## config.mk

```make
export PLATFORM = sky130hd
export DESIGN_NAME = fas_scan_seq
export DESIGN_NICKNAME = d
export VERILOG_FILES = /design/src/hw/fas_pkg.sv /design/src/hw/fas_scan_seq.sv
export SDC_FILE = /design/constraint.sdc
export NUM_CORES = 1
export LEC_CHECK = 0
export ABC_AREA = 1
export BUFFER_PORTS_ARGS = -buffer_cell sky130_fd_sc_hd__buf_2
export CAP_MARGIN = 20
export CORE_MARGIN = 10
export CORE_UTILIZATION = 45
export DETAILED_ROUTE_END_ITERATION = 8
export GPL_ROUTABILITY_DRIVEN = 0
export HOLD_SLACK_MARGIN = 0.1
export PLACE_DENSITY_LB_ADDON = 0.08
export SLEW_MARGIN = 30
export SYNTH_ARGS = -nofsm -noshare
export SYNTH_HDL_FRONTEND = slang
export SYNTH_SLANG_ARGS = --single-unit
```

## constraint.sdc

```tcl
create_clock -name clk -period 1.45 [get_ports clk]
set_input_delay 0.0725 -clock clk [delete_from_list [all_inputs] [get_ports clk]]
set_output_delay 0.0725 -clock clk [all_outputs]
set_load 0.03 [all_outputs]
```

## src/hw/fas_pkg.sv

```systemverilog
// Package for the four-channel scan sequencer: constants, types and timing
package fas_pkg;
   localparam int          NUM_CH        = 4;       // Channels scanned per pass
   localparam int          RES_W         = 16;      // Host-visible result word
   localparam int          CONV_TIME_US  = 200;     // One conversion, microseconds
   localparam int          CLK_MHZ       = 200;     // Clock rate
   localparam int          CONV_CYCLES   = CONV_TIME_US * CLK_MHZ;  // 40000 cycles
   localparam int          STALE_MAX_US  = 1000;    // Oldest value in free-run
   localparam logic [1:0]  LAST_CH       = 2'h3;    // Index of channel 4
   localparam logic [1:0]  FIRST_CH      = 2'h0;    // Index of channel 1
   localparam logic [15:0] RESULT_RST    = 16'h0000; // Holding register reset

   // Converter handshake toward the analog front end
   typedef struct packed {
      logic        start;     // Start a conversion
      logic [1:0]  chan;      // Channel being converted
   } fas_conv_req_type;

   // Result returned by the converter
   typedef struct packed {
      logic        done;      // Conversion finished
      logic [15:0] data;      // Raw code, right justified
   } fas_conv_rsp_type;

   // Sequencer states, Gray along the usual path
   typedef enum logic [1:0] {
      FAS_IDLE  = 2'b00,
      FAS_START = 2'b01,
      FAS_WAIT  = 2'b11,
      FAS_HOLD  = 2'b10
   } fas_state_type;
endpackage

```

## src/hw/fas_scan_seq.sv

```systemverilog
// Scan sequencer for the four-channel isolated analog input submodule
// Notes on behaviour
// - Free-run: scan four channels forever, results readable
// - Free-run scan unrelated to host reads
// - Strap selects synchronous mode
// - Sync: halt after full pass, hold results
// - Sync: channel 4 read starts new pass
// - Each conversion 200 us, pass 800 us
// - 12-bit results left-justified in 16 bits
// - Bipolar results in two's complement
`timescale 1ns/1ps
`default_nettype none
module fas_scan_seq #(
   parameter int CONV_CYC = fas_pkg::CONV_CYCLES,  // Cycles per conversion
   parameter int ADC_BITS = 16                     // 12 or 16 bit variant
) (
   input  wire logic                     clk,
   input  wire logic                     rst_n,
   input  wire logic                     sync_mode_strap,   // Raw strap pin
   input  wire logic                     bipolar_strap,     // Raw range strap pin
   input  wire logic                     rd_strobe,         // Host read, one cycle
   input  wire logic [1:0]               rd_chan,           // Channel being read
   input  wire fas_pkg::fas_conv_rsp_type conv_rsp,         // Converter answer
   output var  fas_pkg::fas_conv_req_type conv_req,         // Converter request
   output var  logic [15:0]              rd_data,           // Read result
   output var  logic                     pass_done          // Sync pass complete
);
   import fas_pkg::*;

   localparam int CNT_W = $clog2(CONV_CYC + 1);               // Timer width
   // Final count; the start cycle plus the counts 0 to this fill exactly one conversion period
   localparam logic [CNT_W-1:0] CNT_LAST = CNT_W'(CONV_CYC - 2);
   localparam logic [CNT_W-1:0] CNT_ZERO = '0;               // Timer start

   // Strap synchronisers, first stage read only by second
   logic [1:0] sync_s_q;
   logic [1:0] bip_s_q;
   always_ff @(posedge clk or negedge rst_n) begin
      if (!rst_n) begin
         sync_s_q <= 2'h0;
         bip_s_q  <= 2'h0;
      end else begin
         sync_s_q <= {sync_s_q[0], sync_mode_strap};
         bip_s_q  <= {bip_s_q[0], bipolar_strap};
      end
   end
   wire logic sync_mode = sync_s_q[1];   // Qualified strap level
   wire logic bipolar   = bip_s_q[1];    // Qualified range level

   // Sequencer state
   fas_state_type    state_q, state_d;
   logic [1:0]       chan_q, chan_d;     // Channel in conversion
   logic [CNT_W-1:0] cnt_q, cnt_d;       // Conversion timer
   logic             start_q, start_d;   // Converter start pulse
   logic             done_q, done_d;     // Pass complete flag
   logic             rearm_q, rearm_d;   // Channel 4 read seen

   // Formatting of a raw code into the host word
   function automatic logic [15:0] fmt(input logic [15:0] raw, input logic bip);
      logic [15:0] w;
      w = raw << (RES_W - ADC_BITS);     // Left-justify narrow variant
      if (bip) begin
         // Offset binary to two's complement: flip the sign bit
         w = {~w[15], w[14:0]};
      end
      return w;
   endfunction

   // Next-state logic of the scan
   always_comb begin
      state_d = state_q;
      chan_d  = chan_q;
      cnt_d   = cnt_q;
      start_d = 1'b0;
      done_d  = done_q;
      // Read of channel 4 re-arms; set wins over the clear below
      rearm_d = rearm_q | (rd_strobe && rd_chan == LAST_CH);
      case (state_q)
         FAS_IDLE: begin
            state_d = FAS_START;
            chan_d  = FIRST_CH;
         end
         FAS_START: begin
            start_d = 1'b1;
            cnt_d   = CNT_ZERO;
            state_d = FAS_WAIT;
         end
         FAS_WAIT: begin
            // Fixed dwell per channel, independent of host reads
            if (cnt_q == CNT_LAST) begin
               if (chan_q == LAST_CH) begin
                  if (sync_mode) begin   // Strap picks the mode
                     state_d = FAS_HOLD; // Halt after full pass
                     done_d  = 1'b1;
                     rearm_d = rd_strobe && rd_chan == LAST_CH;
                  end else begin
                     chan_d  = FIRST_CH; // Wrap and keep scanning
                     state_d = FAS_START;
                  end
               end else begin
                  chan_d  = chan_q + 2'h1; // Fixed ascending order
                  state_d = FAS_START;
               end
            end else begin
               cnt_d = cnt_q + CNT_W'(1);
            end
         end
         FAS_HOLD: begin
            // Stay until channel 4 is read, or the strap is released
            if (rearm_q || !sync_mode) begin
               state_d = FAS_START;   // New pass
               chan_d  = FIRST_CH;
               done_d  = 1'b0;
               // A coinciding channel 4 read still sets the flag
               rearm_d = rd_strobe && rd_chan == LAST_CH;
            end
         end
         default: begin
            state_d = FAS_IDLE;
         end
      endcase
   end

   // Sequencer registers
   always_ff @(posedge clk or negedge rst_n) begin
      if (!rst_n) begin
         state_q <= FAS_IDLE;
         chan_q  <= FIRST_CH;
         cnt_q   <= CNT_ZERO;
         start_q <= 1'b0;
         done_q  <= 1'b0;
         rearm_q <= 1'b0;
      end else begin
         state_q <= state_d;
         chan_q  <= chan_d;
         cnt_q   <= cnt_d;
         start_q <= start_d;
         done_q  <= done_d;
         rearm_q <= rearm_d;
      end
   end

   // Holding registers, one per channel
   logic [15:0] hold_q [NUM_CH];
   logic [15:0] hold_d [NUM_CH];
   for (genvar i = 0; i < NUM_CH; i++) begin : g_hold
      // Capture on completion of this channel's conversion
      always_comb begin
         hold_d[i] = hold_q[i];
         if (conv_rsp.done && chan_q == 2'(i) && state_q == FAS_WAIT) begin
            hold_d[i] = fmt(conv_rsp.data, bipolar);
         end
      end
      always_ff @(posedge clk or negedge rst_n) begin
         if (!rst_n) begin
            hold_q[i] <= RESULT_RST;
         end else begin
            hold_q[i] <= hold_d[i];
         end
      end
   end

   // Read data register, latest value of the addressed channel
   logic [15:0] rd_q, rd_d;
   always_comb begin
      rd_d = hold_q[rd_chan];   // Always available to read
   end
   always_ff @(posedge clk or negedge rst_n) begin
      if (!rst_n) begin
         rd_q <= RESULT_RST;
      end else begin
         rd_q <= rd_d;
      end
   end

   assign conv_req       = '{start: start_q, chan: chan_q};
   assign rd_data        = rd_q;
   assign pass_done      = done_q;

   // Timer stays within one conversion
   property p_cnt_bound;
      @(posedge clk) disable iff (!rst_n) cnt_q <= CNT_LAST;
   endproperty
   a_cnt_bound: assert property (p_cnt_bound) else $error("timer overran");

   // Start pulse is a single cycle
   property p_start_pulse;
      @(posedge clk) disable iff (!rst_n) start_q |=> !start_q;
   endproperty
   a_start_pulse: assert property (p_start_pulse) else $error("start too long");

   // Channel advances by one after a conversion
   property p_order;
      @(posedge clk) disable iff (!rst_n)
         (state_q == FAS_WAIT && cnt_q == CNT_LAST && chan_q != LAST_CH)
         |=> chan_q == $past(chan_q) + 2'h1;
   endproperty
   a_order: assert property (p_order) else $error("channel order broken");

   // Free-run wraps to channel 1
   property p_wrap;
      @(posedge clk) disable iff (!rst_n)
         (state_q == FAS_WAIT && cnt_q == CNT_LAST && chan_q == LAST_CH && !sync_mode)
         |=> state_q == FAS_START && chan_q == FIRST_CH;
   endproperty
   a_wrap: assert property (p_wrap) else $error("free-run did not wrap");

   // Sync mode halts after the last channel
   property p_halt;
      @(posedge clk) disable iff (!rst_n)
         (state_q == FAS_WAIT && cnt_q == CNT_LAST && chan_q == LAST_CH && sync_mode)
         |=> state_q == FAS_HOLD && pass_done;
   endproperty
   a_halt: assert property (p_halt) else $error("sync pass did not halt");

   // No conversion while holding
   property p_hold_quiet;
      @(posedge clk) disable iff (!rst_n) state_q == FAS_HOLD |-> !start_q;
   endproperty
   a_hold_quiet: assert property (p_hold_quiet) else $error("start in hold");

   // Channel 4 read in hold restarts within three cycles
   property p_restart;
      @(posedge clk) disable iff (!rst_n)
         (state_q == FAS_HOLD && rd_strobe && rd_chan == LAST_CH)
         |-> ##[1:3] start_q;
   endproperty
   a_restart: assert property (p_restart) else $error("no restart on read");

   // Read data follows the addressed holding register
   property p_read;
      @(posedge clk) disable iff (!rst_n)
         1'b1 |=> rd_data == $past(hold_q[rd_chan]);
   endproperty
   a_read: assert property (p_read) else $error("read data mismatch");
endmodule
`default_nettype wire

```

==> out/qor.yml <==
first_global_vias: 3724
seq_area_frac_synth: 0.5414
rsz0062_at_grt: "yes"
post-route-period-util: 1.047
worst_pin_slew_ns: 0.5525
grt_usage: 0.1449
vias_per_cell: 5.141
cp_max_fo: 16
ant_nets: 0
overflow: 0
syn_nets: 483
cts_buffer_depth: 2
ir_drop_uv: 631.3
start_util: 0.4583
htreeDepth: 3
synth_cell_types: 30
r2r_cells: 6
crit_start: "chan_q[1]$_DFFE_PN0P_"
mostFrequentLayoutCells: "dfrtp_1, nor2_1, nand2_1"
yosys_warnings: 0
synth_area_sq_um: 4946
fin_ws_ns: -0.06797
fp-row-count: 38
regToRegEndpoint: "hold_q[39]$_DFFE_PN0P_"
drv_slew: 0
fp.dieH_microns: 124.8
io_pins: 44
reg2reg_setup_slack_ns: -0.07
antenna_found_initial: 0
root_buffer: "clkbuf_8"
via_count: 3578
start_kind: "register"
cts_tree: "built"
hold_class: "primary input to register"
synthTopCellsByArea: "dfrtp_1, mux2_2, mux2_4"
synth.avg_cell_area_sq_um: 10.92
wirelength_microns: 11330
routedWlPerCell_microns: 16.28
cts_buffers: 9
violations: "setup timing"
cp_data_arrival_time_ns: 1.78
final_nets: 581
dr.pass1.iters: 4
fmax_mhz: 658.8
drc: 0
critical_path_class: "register to register"
diodes: 0
status: "finished with violations"
core-area_sq_um: 10790
area.growth.synth_to_final_pct: 27.45
cp-endpoint: "hold_q[39]$_DFFE_PN0P_"
p_leak_nw: 3.042
worst_ep_required_time_ns: 1.71
ys_seq_elements: 107
fp.dieW_microns: 124.8
final_core_util: 0.5840
end_kind: "register"
drv_cap: 0
dp_hpwl_microns: 7361
yosysTopAreaCell: "dfrtp_1"
finalNonFillerCells: 696
worstReg2RegStart: "chan_q[1]$_DFFE_PN0P_"
pre_cts_slack_ns: -0.04871
drive_gt1_frac: 0.3975
clkLatencyLatePin_ns: 0.38
grt_max_degree: 74
io_buffers: 43
slew_headroom: 0.6311
setup_viol: 56
post-place-cells: 654
die_area_sq_um: 15590
final_common_cell: "dfrtp_1"
fin_skew_ns: 0.007087
p_per_area_nw_per_um2: 862.5
dr.first_iter.drc_count: 126
finalHoldViolCount: 0
synth_cells: 453
path_clk_slew_ns: 0.10
grt_first_pass_wirelength_microns: 18770
cts.sinks: 107
fin_crit_ns: 1.518
synthDominantCellAreaShare: 0.5414
power.total_w: 0.005437
-- synth_stat cells, drive strengths merged --
cell	number
dfrtp	107
mux2	64
nor2	63
nand2	59
o21ai	41
nand3	37
inv	23
o22ai	16
buf	10
nand4	9
clkbuf	8
ha	6
xor2	4
nor3	3
a21oi	1
or2	1
xnor2	1
-- worst max-delay path: stages, from the launching register on --
cell and delay, ns:
dfrtp_2 0.45, inv_2 0.09, ha_1 0.17, nand2_2 0.07
nor2_4 0.10, buf_12 0.18, mux2_2 0.35
-- kinds of logic after synthesis --
family	share of synthesized area
AND/OR/NAND/NOR	0.1642
XOR/XNOR	0.008854
adder cells (fa/ha/maj)	0.01518
buffers and inverters	0.04680
AO/OA/AOI/OAI	0.06274
multiplexers	0.1609
flip-flops	0.5414
-- timing repair --
item / in CTS / in global routing
hold buffers: 19 / 0
pin swaps: 11 / 8
hold endpoints to repair: 170 / 0
resized for setup: 38 / 21
endpoints found under the setup margin: 80 / 84
gates cloned: 1 / 2
setup buffers: 1 / 3
-- report_power, final --
group          total (W)  switching [W]  internal (W)  leakage, nW
combinational   0.000529       0.000307      0.000222         1.56
clock            0.00180        0.00103      0.000776       0.0952
sequential       0.00310      0.0000353       0.00307         1.39
total            0.00544        0.00137       0.00407         3.04
-- cell type report --
| class | instances | area (sq um) |
|---|---|---|
| multi-input combinational | 306 | 2285 |
| timing repair buffer | 104 | 877.1 |
| clock inverter | 4 | 32.53 |
| inverter | 23 | 86.33 |
| tap | 140 | 175.2 |
| clock buffer | 12 | 165.2 |
| sequential | 107 | 2683 |
| fill | 917 | 4489 |
-- routing by layer --
metal,vias up,track usage,routed length (microns)
li1,1732,-,-
met2,65,0.2261,5298
met4,0,0.03997,191
met5,-,0,0
met3,16,0.04255,471
met1,1765,0.1912,5369
-- metrics by stage --
step | area, sq um | hold slack [ns] | setup TNS (ns)
6_report | 6304 | 0.1890 | -2.048
5_1_grt | 6304 | 0.1796 | -6.593
4_1_cts | 6163 | 0.1686 | -3.308
3_5_place_dp | 5578 | 0.07186 | -1.350
3_3_place_gp | 5578 | 0.07112 | -0.2777
2_1_floorplan | 4980 | -0.2231 | -4.174
-- worst min path at each step --
stage	start	end	slack [ns]	depth (start not counted)
detailed placement	rst_n	hold_q[56]$_DFFE_PN0P_	0.07	2
finish	conv_rsp[15]	hold_q[63]$_DFFE_PN0P_	0.19	3
global placement	rst_n	rd_data[8]$_DFF_PN0_	0.07	2
floorplan	rst_n	bip_s_q[0]$_DFF_PN0_	-0.22	0
CTS	conv_rsp[15]	hold_q[63]$_DFFE_PN0P_	0.17	3
global route	conv_rsp[15]	hold_q[47]$_DFFE_PN0P_	0.18	3
-- registers in the layout, indices dropped and copies added, names as in the netlist --
signal,flops
bip_s_q,2
chan_q,2
cnt_q,16
hold_q,64
pass_done,1
rd_data,16
rearm_q,1
start_q,1
state_q,2
sync_s_q,2
Note: power is estimated with default switching activity, not from simulation.
